**config.mk**
```make
export PLATFORM = sky130hd
export DESIGN_NAME = daa_line_bank
export DESIGN_NICKNAME = d
export VERILOG_FILES = /design/src/hdl/daa_line_pkg.sv /design/src/hdl/daa_line_bank.sv /design/src/hdl/edge_detect.sv /design/src/hdl/line_side_loader.sv
export VERILOG_INCLUDE_DIRS = /design/src /design/src/hdl
export SDC_FILE = /design/constraint.sdc
export NUM_CORES = 1
export LEC_CHECK = 0
export BUFFER_PORTS_ARGS = -buffer_cell sky130_fd_sc_hd__buf_4
export CAP_MARGIN = 15
export CORE_MARGIN = 2
export CORE_UTILIZATION = 40
export DETAILED_ROUTE_END_ITERATION = 6
export GPL_TIMING_DRIVEN = 0
export HOLD_SLACK_MARGIN = 0.05
export PLACE_DENSITY = 0.7
export SETUP_SLACK_MARGIN = 0.05
export SYNTH_ARGS = -nofsm -noshare
export SYNTH_HDL_FRONTEND = slang
export SYNTH_SLANG_ARGS = --single-unit
```
**constraint.sdc**
```tcl
create_clock -name pclk -period 2.05 [get_ports pclk]
set_clock_uncertainty 0.2 [all_clocks]
set_input_delay 0.3075 -clock pclk [delete_from_list [all_inputs] [get_ports pclk]]
set_output_delay 0.3075 -clock pclk [all_outputs]
set_load 0.01 [all_outputs]
```
**src/hdl/daa_line_params.svh**
```systemverilog
// Purpose: offsets, field positions and reset values of the line control bank
// Assumes: APB byte address equals the register index times four
// Notes: index 3 and 5 and up are not served by this bank
`ifndef DAA_LINE_PARAMS_SVH
`define DAA_LINE_PARAMS_SVH

// Register indices (byte address = index * 4)
`define IDX_LINE_CONTROL 3'h0
`define IDX_LSP_HIGH 3'h1
`define IDX_LSP_LOW 3'h2
`define IDX_LINE_STATUS 3'h4

// Control register bit positions
`define CTRL_HOOK_BIT 3
`define CTRL_STATSEL_BIT 2
`define CTRL_GAIN_BIT 1
`define CTRL_PWD_BIT 0

// High programming register fields
`define HIGH_HEADROOM_MSB 3
`define HIGH_HEADROOM_LSB 2
`define HIGH_IMP_MSB 1
`define HIGH_IMP_LSB 0

// Low programming register fields
`define LOW_SENSOR_BIT 3
`define LOW_IMP_BIT 2
`define LOW_REVID_BIT 0

// Reset values
`define CTRL_RESET 4'h4
`define SETTING_RESET 6'h00
`define REVID_VALUE 1'h0

`endif

```
**src/hdl/daa_line_pkg.sv**
```systemverilog
// Purpose: types shared by the line control bank
// Assumes: nothing beyond the params header
// Notes: enum order gives the field encodings
package daa_line_pkg;

  // Control register bits, D3 down to D0
  typedef struct packed {
    logic hook_cmd;
    logic status_sel;
    logic gain_sel;
    logic power_down;
  } line_control_type;

  typedef enum logic [1:0] {
    HEADROOM_HIGH, HEADROOM_NORMAL, HEADROOM_LOW, HEADROOM_LOWEST
  } headroom_type;

  typedef enum logic [2:0] {
    IMP_600, IMP_600_CAP, IMP_900, IMP_900_CAP,
    IMP_COMPLEX_A, IMP_COMPLEX_B, IMP_COMPLEX_LIMIT, IMP_RESERVED
  } impedance_type;

  // Settings pushed across the barrier
  typedef struct packed {
    headroom_type headroom;
    impedance_type impedance;
    logic sensor_disable;
  } line_setting_type;

  typedef struct packed {
    logic [31:0] rdata;
    logic ready;
    logic slverr;
  } apb_resp_type;

  typedef struct packed {
    line_control_type ctrl;
    line_setting_type setting;
    logic activity;
    logic status_pin;
    logic off_hook;
    logic load_req;
    apb_resp_type resp;
  } bank_state_type;

  typedef struct packed {
    logic prev;
    logic rise;
    logic fall;
  } edge_state_type;

  typedef struct packed {
    line_setting_type applied;
    logic load;
  } loader_state_type;

endpackage

```
**src/hdl/daa_line_bank.sv**
```systemverilog
// Purpose: line control and line-side programming registers on APB
// Assumes: line inputs synchronous to pclk; software writes high before low
// Notes: reading line status clears the activity flag; writing it restores control and settings defaults
//
// Behaviour
// - Off hook when command bit or pin
// - Select low: pin shows inverted activity
// - Select high (reset): pin shows inverted ring
// - Gain bit picks caller-ID and transmit gain
// - Two-bit headroom field, high at reset
// - Three-bit impedance field selects termination
// - Sensor bit zero enables current sensor
// - Push settings on going off hook
// - Push settings on low register write
// - Push settings after loop current returns while off hook
// - Activity set by in-use change while on hook, or by pickup while off hook
//
// Register access over APB and the register addresses are this design's own decisions.
`timescale 1ns/1ps
`include "daa_line_params.svh"
module daa_line_bank (
  // Clock and reset
  input wire logic pclk,
  input wire logic presetn,
  // APB slave
  input wire logic psel,
  input wire logic penable,
  input wire logic pwrite,
  input wire logic [7:0] paddr,
  input wire logic [31:0] pwdata,
  output logic [31:0] prdata,
  output logic pready,
  output logic pslverr,
  // Line-side status inputs
  input wire logic hook_request_pin,
  input wire logic ring_or_pickup_flag,
  input wire logic line_in_use,
  input wire logic line_polarity,
  input wire logic loop_current_ok,
  // Device controls
  output logic off_hook,
  output logic gain_select_bit,
  output logic power_down_bit,
  output logic line_status_pin,
  // Line-side programming
  output daa_line_pkg::line_setting_type line_setting,
  output logic line_load_strobe
);
  daa_line_pkg::bank_state_type s_ff;
  daa_line_pkg::bank_state_type nxt_s;

  logic hook_rise;
  logic loop_rise;
  logic liu_rise;
  logic liu_fall;
  logic pickup_rise;
  logic access;
  logic done;
  logic addr_ok;
  logic [2:0] idx;
  logic hit_ctrl;
  logic hit_high;
  logic hit_low;
  logic hit_status;
  logic wr_ctrl;
  logic wr_high;
  logic wr_low;
  logic wr_status;
  logic rd_status;
  logic activity_set;
  logic [3:0] rd_word;

  // Edges of hook state and line inputs
  edge_detect #(.RESET_LEVEL(1'b0)) hook_edge (
    .pclk(pclk),
    .presetn(presetn),
    .level(s_ff.off_hook),
    .rise(hook_rise),
    .fall()
  );
  edge_detect #(.RESET_LEVEL(1'b1)) loop_edge (
    .pclk(pclk),
    .presetn(presetn),
    .level(loop_current_ok),
    .rise(loop_rise),
    .fall()
  );
  edge_detect #(.RESET_LEVEL(1'b0)) liu_edge (
    .pclk(pclk),
    .presetn(presetn),
    .level(line_in_use),
    .rise(liu_rise),
    .fall(liu_fall)
  );
  edge_detect #(.RESET_LEVEL(1'b0)) pickup_edge (
    .pclk(pclk),
    .presetn(presetn),
    .level(ring_or_pickup_flag),
    .rise(pickup_rise),
    .fall()
  );

  // Pushes settings across the barrier
  line_side_loader loader (
    .pclk(pclk),
    .presetn(presetn),
    .load_req(s_ff.load_req),
    .setting(s_ff.setting),
    .applied(line_setting),
    .load_strobe(line_load_strobe)
  );

  // APB decode
  always_comb begin
    idx = paddr[4:2];
    addr_ok = (paddr[7:5] == 3'h0) && (paddr[1:0] == 2'h0);
    hit_ctrl = addr_ok && (idx == `IDX_LINE_CONTROL);
    hit_high = addr_ok && (idx == `IDX_LSP_HIGH);
    hit_low = addr_ok && (idx == `IDX_LSP_LOW);
    hit_status = addr_ok && (idx == `IDX_LINE_STATUS);
    access = psel && penable;
    done = access && s_ff.resp.ready;
    wr_ctrl = done && pwrite && hit_ctrl;
    wr_high = done && pwrite && hit_high;
    wr_low = done && pwrite && hit_low;
    wr_status = done && pwrite && hit_status;
    rd_status = done && !pwrite && hit_status;
  end

  // Read multiplexer
  always_comb begin
    rd_word = 4'h0;
    if (hit_ctrl) begin
      rd_word = s_ff.ctrl;
    end else if (hit_high) begin
      rd_word = {s_ff.setting.headroom, s_ff.setting.impedance[2:1]};
    end else if (hit_low) begin
      rd_word = {s_ff.setting.sensor_disable, s_ff.setting.impedance[0], 1'b0,
                 `REVID_VALUE};
    end else if (hit_status) begin
      rd_word = {ring_or_pickup_flag, line_in_use, s_ff.activity, line_polarity};
    end
  end

  always_comb begin
    activity_set = s_ff.off_hook ? pickup_rise : (liu_rise | liu_fall);
  end

  // Next state
  always_comb begin
    nxt_s = s_ff;
    // One wait state, then answer
    nxt_s.resp.ready = access && !s_ff.resp.ready;
    nxt_s.resp.slverr = access && !s_ff.resp.ready &&
                        !(hit_ctrl || hit_high || hit_low || hit_status);
    if (access && !s_ff.resp.ready) begin
      nxt_s.resp.rdata = (!pwrite) ? {28'h0000000, rd_word} : 32'h00000000;
    end
    if (wr_ctrl) begin
      nxt_s.ctrl = pwdata[3:0];
    end
    if (wr_high) begin
      nxt_s.setting.headroom = daa_line_pkg::headroom_type'(
        pwdata[`HIGH_HEADROOM_MSB:`HIGH_HEADROOM_LSB]);
      nxt_s.setting.impedance = daa_line_pkg::impedance_type'(
        {pwdata[`HIGH_IMP_MSB:`HIGH_IMP_LSB], s_ff.setting.impedance[0]});
    end
    if (wr_low) begin
      nxt_s.setting.sensor_disable = pwdata[`LOW_SENSOR_BIT];
      nxt_s.setting.impedance = daa_line_pkg::impedance_type'(
        {s_ff.setting.impedance[2:1], pwdata[`LOW_IMP_BIT]});
    end
    // Status write restores defaults
    if (wr_status) begin
      nxt_s.ctrl = `CTRL_RESET;
      nxt_s.setting = `SETTING_RESET;
    end
    if (activity_set) begin
      nxt_s.activity = 1'b1;
    end else if (rd_status) begin
      nxt_s.activity = 1'b0;
    end
    nxt_s.off_hook = s_ff.ctrl.hook_cmd | hook_request_pin;
    nxt_s.status_pin = s_ff.ctrl.status_sel ? ~ring_or_pickup_flag : ~s_ff.activity;
    nxt_s.load_req = hook_rise | wr_low | (loop_rise & s_ff.off_hook);
  end

  // State register
  always_ff @(posedge pclk or negedge presetn) begin
    if (!presetn) begin
      s_ff.ctrl <= `CTRL_RESET;
      s_ff.setting <= `SETTING_RESET;
      s_ff.activity <= 1'b0;
      s_ff.status_pin <= 1'b1;
      s_ff.off_hook <= 1'b0;
      s_ff.load_req <= 1'b0;
      s_ff.resp <= '0;
    end else begin
      s_ff <= nxt_s;
    end
  end

  // Outputs from flops
  assign prdata = s_ff.resp.rdata;
  assign pready = s_ff.resp.ready;
  assign pslverr = s_ff.resp.slverr;
  assign off_hook = s_ff.off_hook;
  assign gain_select_bit = s_ff.ctrl.gain_sel;
  assign power_down_bit = s_ff.ctrl.power_down;
  assign line_status_pin = s_ff.status_pin;

  chk_hook_or_pin: assert property (@(posedge pclk) disable iff (!presetn)
    off_hook == ($past(s_ff.ctrl.hook_cmd) | $past(hook_request_pin)))
    else $error("hook state is not command OR pin");

  chk_pin_activity: assert property (@(posedge pclk) disable iff (!presetn)
    !s_ff.ctrl.status_sel |=> (line_status_pin == !$past(s_ff.activity)))
    else $error("status pin does not show inverted activity");

  chk_pin_ring: assert property (@(posedge pclk) disable iff (!presetn)
    s_ff.ctrl.status_sel |=> (line_status_pin == !$past(ring_or_pickup_flag)))
    else $error("status pin does not show inverted ring flag");

  chk_ctrl_write: assert property (@(posedge pclk) disable iff (!presetn)
    wr_ctrl |=> (gain_select_bit == $past(pwdata[1]) &&
                 power_down_bit == $past(pwdata[0])))
    else $error("gain or power-down bit not written");

  chk_headroom_write: assert property (@(posedge pclk) disable iff (!presetn)
    wr_high |=> (s_ff.setting.headroom == $past(pwdata[3:2])))
    else $error("headroom field not written");

  chk_low_write: assert property (@(posedge pclk) disable iff (!presetn)
    wr_low |=> (s_ff.setting.sensor_disable == $past(pwdata[3]) &&
                s_ff.setting.impedance[0] == $past(pwdata[2])))
    else $error("sensor or impedance bit not written");

  chk_offhook_load: assert property (@(posedge pclk) disable iff (!presetn)
    $rose(off_hook) |-> ##3 line_load_strobe)
    else $error("no transfer after going off hook");

  chk_low_load: assert property (@(posedge pclk) disable iff (!presetn)
    wr_low |-> ##2 (line_load_strobe && line_setting == $past(s_ff.setting)))
    else $error("no transfer after low register write");

  chk_loop_load: assert property (@(posedge pclk) disable iff (!presetn)
    ($rose(loop_current_ok) ##1 s_ff.off_hook) |-> ##2 line_load_strobe)
    else $error("no transfer after loop current returned");

  chk_activity_set: assert property (@(posedge pclk) disable iff (!presetn)
    activity_set |=> s_ff.activity)
    else $error("activity flag missed an event");
endmodule

```
**src/hdl/edge_detect.sv**
```systemverilog
// Purpose: registered rise and fall detection of one level
// Assumes: input is synchronous to pclk
// Notes: pulses appear one cycle after the level changes
`timescale 1ns/1ps
module edge_detect #(
  parameter logic RESET_LEVEL = 1'b0
) (
  // Clock and reset
  input wire logic pclk,
  input wire logic presetn,
  // Level and its edges
  input wire logic level,
  output logic rise,
  output logic fall
);
  daa_line_pkg::edge_state_type s_ff;
  daa_line_pkg::edge_state_type nxt_s;

  // Compare with last sample
  always_comb begin
    nxt_s.prev = level;
    nxt_s.rise = level & ~s_ff.prev;
    nxt_s.fall = ~level & s_ff.prev;
  end

  // State register
  always_ff @(posedge pclk or negedge presetn) begin
    if (!presetn) begin
      s_ff <= {RESET_LEVEL, 1'b0, 1'b0};
    end else begin
      s_ff <= nxt_s;
    end
  end

  assign rise = s_ff.rise;
  assign fall = s_ff.fall;
endmodule

```
**src/hdl/line_side_loader.sv**
```systemverilog
// Purpose: holds the settings last pushed to the line side
// Assumes: load_req is a one-cycle pulse
// Notes: strobe marks the cycle the applied word changes
`timescale 1ns/1ps
`include "daa_line_params.svh"
module line_side_loader (
  // Clock and reset
  input wire logic pclk,
  input wire logic presetn,
  // Request and programmed settings
  input wire logic load_req,
  input wire daa_line_pkg::line_setting_type setting,
  // Applied settings toward the line side
  output daa_line_pkg::line_setting_type applied,
  output logic load_strobe
);
  daa_line_pkg::loader_state_type s_ff;
  daa_line_pkg::loader_state_type nxt_s;

  // Capture on request
  always_comb begin
    nxt_s = s_ff;
    nxt_s.load = load_req;
    if (load_req) begin
      nxt_s.applied = setting;
    end
  end

  // State register
  always_ff @(posedge pclk or negedge presetn) begin
    if (!presetn) begin
      s_ff <= {`SETTING_RESET, 1'b0};
    end else begin
      s_ff <= nxt_s;
    end
  end

  assign applied = s_ff.applied;
  assign load_strobe = s_ff.load;

  chk_load_copies_setting: assert property (@(posedge pclk) disable iff (!presetn)
    load_req |=> (load_strobe && applied == $past(setting)))
    else $error("applied settings differ from requested ones");

  chk_load_needs_req: assert property (@(posedge pclk) disable iff (!presetn)
    !load_req |=> (!load_strobe && $stable(applied)))
    else $error("line side changed without a request");
endmodule
```
==> impl_metrics.py <==
metrics = {
    "setup_path": {
        "critical_path.startpoint_type": "input port",
        "cp_max_fo": 4,
        "endpoint_kind_of_the_worst_setup_timing_path": "register",
        "crit_path_cell_trace": "buf_4 -> or4_4 -> nor4b_4 -> mux2_2",
        "worst_path_largest_cell_delay_ns": 0.59,
        "worstPathRequired_ns": 2.02,
        "worst_ep_arrival_time_ns": 1.83,
        "timing_worst_setup_path_type": "input port to register",
        "critical_path_cell_with_the_highest_stage_delay": "sky130_fd_sc_hd__or4_4",
    },
    "sta": {
        "report.final.hold_viol_count": 0,
        "setup_slack_ns": 0.186,
        "final_worst_path_cycle_share_pct": 90.9,
        "finalWorstPathRequiredPeriod_ns": 1.86,
        "max_slew.worst_pin.slew_ns": 0.565,
        "hold_slack_ns": 0.112,
        "normalized_max_slew_margin_pct": 62.0,
        "report.final.slew_viol_count": 0,
        "maxClockFrequency_mhz": 536,
        "grt_setup_unrepaired": "false",
        "final-setup-viol-count": 0,
    },
    "synth": {
        "synth_sequential_area_ratio_pct": 46.7,
        "ys_seq_elements": 36,
        "yosys.cell_count.top_type": "sky130_fd_sc_hd__dfrtp_1",
        "post_synth_edffs": 0,
        "postSynthCellCount": 174,
        "yosysTopAreaCellShare_pct": 42.7,
        "synth_area_leader_cell": "sky130_fd_sc_hd__dfrtp_1",
        "synth_area_mm2": 0.00194,
        "synth_commonest_cells": "sky130_fd_sc_hd__dfrtp_1, sky130_fd_sc_hd__buf_4, sky130_fd_sc_hd__mux2_2",
        "synthTopCellsByArea": "sky130_fd_sc_hd__dfrtp_1, sky130_fd_sc_hd__buf_4, sky130_fd_sc_hd__mux2_2, sky130_fd_sc_hd__dfstp_2, sky130_fd_sc_hd__nor2b_1",
        "syn_avg_cell_area_um2": 11.1,
        "synth_async_sr_flop_share_pct": 100,
        "yosysWarnings": 0,
        "ys_types": 33,
        "ys.flop_type": "sky130_fd_sc_hd__dfrtp_1",
    },
    "cells_and_area": {
        "drive_above_1_share_pct": 40.4,
        "largest_reg_flops": 10,
        "final_antenna_diode_count": 0,
        "final-instance-count-excl-fill": 304,
        "flow.area_growth_from_synthesis_pct": 30.1,
        "post-route-util_pct": 53.7,
        "top_register": "s_ff",
        "final_net_count": 299,
    },
    "global_routing": {
        "gr-usage-met1_pct": 18.4,
        "grt_start_max_net_pins": 37,
        "antenna_found_initial": 0,
        "layer_with_the_highest_usage": "met2",
        "groute.layer.met3.usage_pct": 3.98,
        "globalRouteOverflowTotal": 0,
        "via_count_of_the_first_global_routing_pass": 1249,
        "wire_length_of_the_first_global_routing_pass_um": 5910,
        "gr-usage-all-layers_pct": 14.4,
        "grtUsageMet2_pct": 23.4,
    },
    "min_path": {
        "hold_path_class": "input port to register",
    },
    "die": {
        "core_region_area_mm2": 0.00469,
        "placementRows": 25,
        "fp.dieArea_mm2": 0.00541,
        "chipWidth_um": 73.6,
        "initial_utilization_pct": 41.3,
        "die_h_um": 73.6,
        "top_level_ports": 95,
    },
    "routing": {
        "first_iter_violations": 27,
        "route.detailed.drc": 0,
        "drt-pass1-iter-count": 4,
        "via_per_inst": 4.57,
        "finalWirelength_um": 3630,
        "drt.antenna.violating_nets": 0,
        "wire_per_inst_um": 11.9,
        "routed-via-count": 1390,
    },
    "run": {
        "max_cap_viol_count": 0,
    },
    "power_and_ir_drop": {
        "power.combinational.fraction_pct": 15.3,
        "swShare_pct": 24.3,
        "cellInternalPower_w": 0.00112,
        "power.switching_w": 0.000358,
        "power_frac_seq_pct": 50.2,
        "report.power.total_w": 0.00148,
        "power-per-cell-area_mw_per_mm2": 586,
        "power_frac_clock_pct": 34.6,
        "power.leakage_nw": 1.22,
        "vdd_ir_drop_max_mv": 0.479,
    },
    "placed_design": {
        "gp_routability_congestion": 0.815,
        "dp.cells": 291,
        "place.port_buffers": 36,
        "pre_cts_ws_ns": -0.101,
        "dp_hpwl_um": 2820,
    },
    "clocking": {
        "number_of_buffers_created_by_cts": 5,
        "insertion_delay_ns": 0.28,
        "clock_sinks": 36,
        "cts_tree": "yes",
        "cts_root_buf": "sky130_fd_sc_hd__clkbuf_8",
        "post_cts.repair.setup_buffers": 0,
        "cts.htree.levels": 2,
        "worst_setup_hold_path_clk_slew_ns": 0.07,
        "ctsLongestPathBuffers": 2,
    },
    "run_status": {
        "outcome": "complete, no violations",
    },
}
[power by group through the flow]
| stage | Combinational, W | Sequential (W) | Clock [W] |
|---|---|---|---|
| floorplan | 0.000137 | 0.000755 | 0 |
| global placement | 0.000217 | 0.000753 | 0 |
| detailed placement | 0.000218 | 0.000754 | 0 |
| CTS | 0.000227 | 0.000741 | 0.000523 |
| global route | 0.000250 | 0.000742 | 0.000551 |
| finish | 0.000226 | 0.000741 | 0.000510 |
[cells by family (layout without fill, tap and decap cells)]
family / count (synthesis) / count (layout) / share of synthesized area [%]
adder cells (fa/ha/maj): 1 / 1 / 0.517
AO/OA/AOI/OAI: 16 / 16 / 6.40
AND/OR/NAND/NOR: 51 / 51 / 18.0
multiplexers: 23 / 23 / 13.0
flip-flops: 36 / 36 / 46.7
buffers and inverters: 46 / 95 / 15.2
other: 1 / 28 / 0.194
[metal layers]
layer	up-vias	routed length, µm
li1	700	-
met1	628	1560
met2	55	1720
met3	7	300
met4	0	51
met5	-	0
[worst paths after layout]
path	start	end	slack, ns	depth (start not counted)
max	paddr[1]	s_ff[47]$_DFFE_PN0P_	0.19	4
min	pwdata[2]	s_ff[46]$_DFFE_PN1P_	0.11	3
max reg2reg	pready$_DFF_PN0_	s_ff[47]$_DFFE_PN0P_	0.22	3
min reg2reg	pickup_edge.s_ff[2]$_DFF_PN0_	pickup_edge.rise$_DFF_PN0_	0.19	1
max in group asynchronous	presetn	line_status_pin$_DFF_PN1_	1.01	2
min in group asynchronous	presetn	loader.applied[0]$_DFFE_PN0P_	0.30	2
[critical path: cells and delay by family]
kind | cells | cell delay (ns)
buffers and inverters | 1 | 0.12
AND/OR/NAND/NOR | 2 | 1.03
multiplexers | 1 | 0.38
[metrics by stage]
stage	setup TNS (ns)	cell area, µm²
floorplan	0	2040
global placement	-0.372	2370
detailed placement	-0.454	2370
CTS	0	2520
global route	0	2520
finish	0	2520
[cell type report]
cell class                      count  area (µm²)
Fill cell                         436        2170
Sequential cell                    36         905
Tap cell                           54        67.6
Inverter                            6        22.5
Buffer                             40         272
Multi-Input combinational cell    119         838
Clock buffer                        7        86.3
Clock inverter                      1        7.51
Timing Repair Buffer               41         320
[placed cells by master, fill, tap and decap left out, types with 6 or more instances in the layout]
| cell type | synthesis | layout |
|---|---|---|
| sky130_fd_sc_hd__buf_4 | 32 | 68 |
| sky130_fd_sc_hd__clkbuf_1 | 5 | 6 |
| sky130_fd_sc_hd__clkbuf_8 | 0 | 6 |
| sky130_fd_sc_hd__conb_1 | 1 | 28 |
| sky130_fd_sc_hd__dfrtp_1 | 33 | 33 |
| sky130_fd_sc_hd__inv_1 | 6 | 6 |
| sky130_fd_sc_hd__mux2_2 | 17 | 17 |
| sky130_fd_sc_hd__mux2i_1 | 6 | 6 |
| sky130_fd_sc_hd__nor2b_1 | 12 | 12 |
| sky130_fd_sc_hd__nor3b_1 | 9 | 9 |
[what timing repair did]
item / 4_1_cts / 5_1_grt
endpoints found under the hold margin: 39 / 0
resized for setup: 0 / 0
hold buffers: 5 / 0
(Power assumes the default switching activity.)
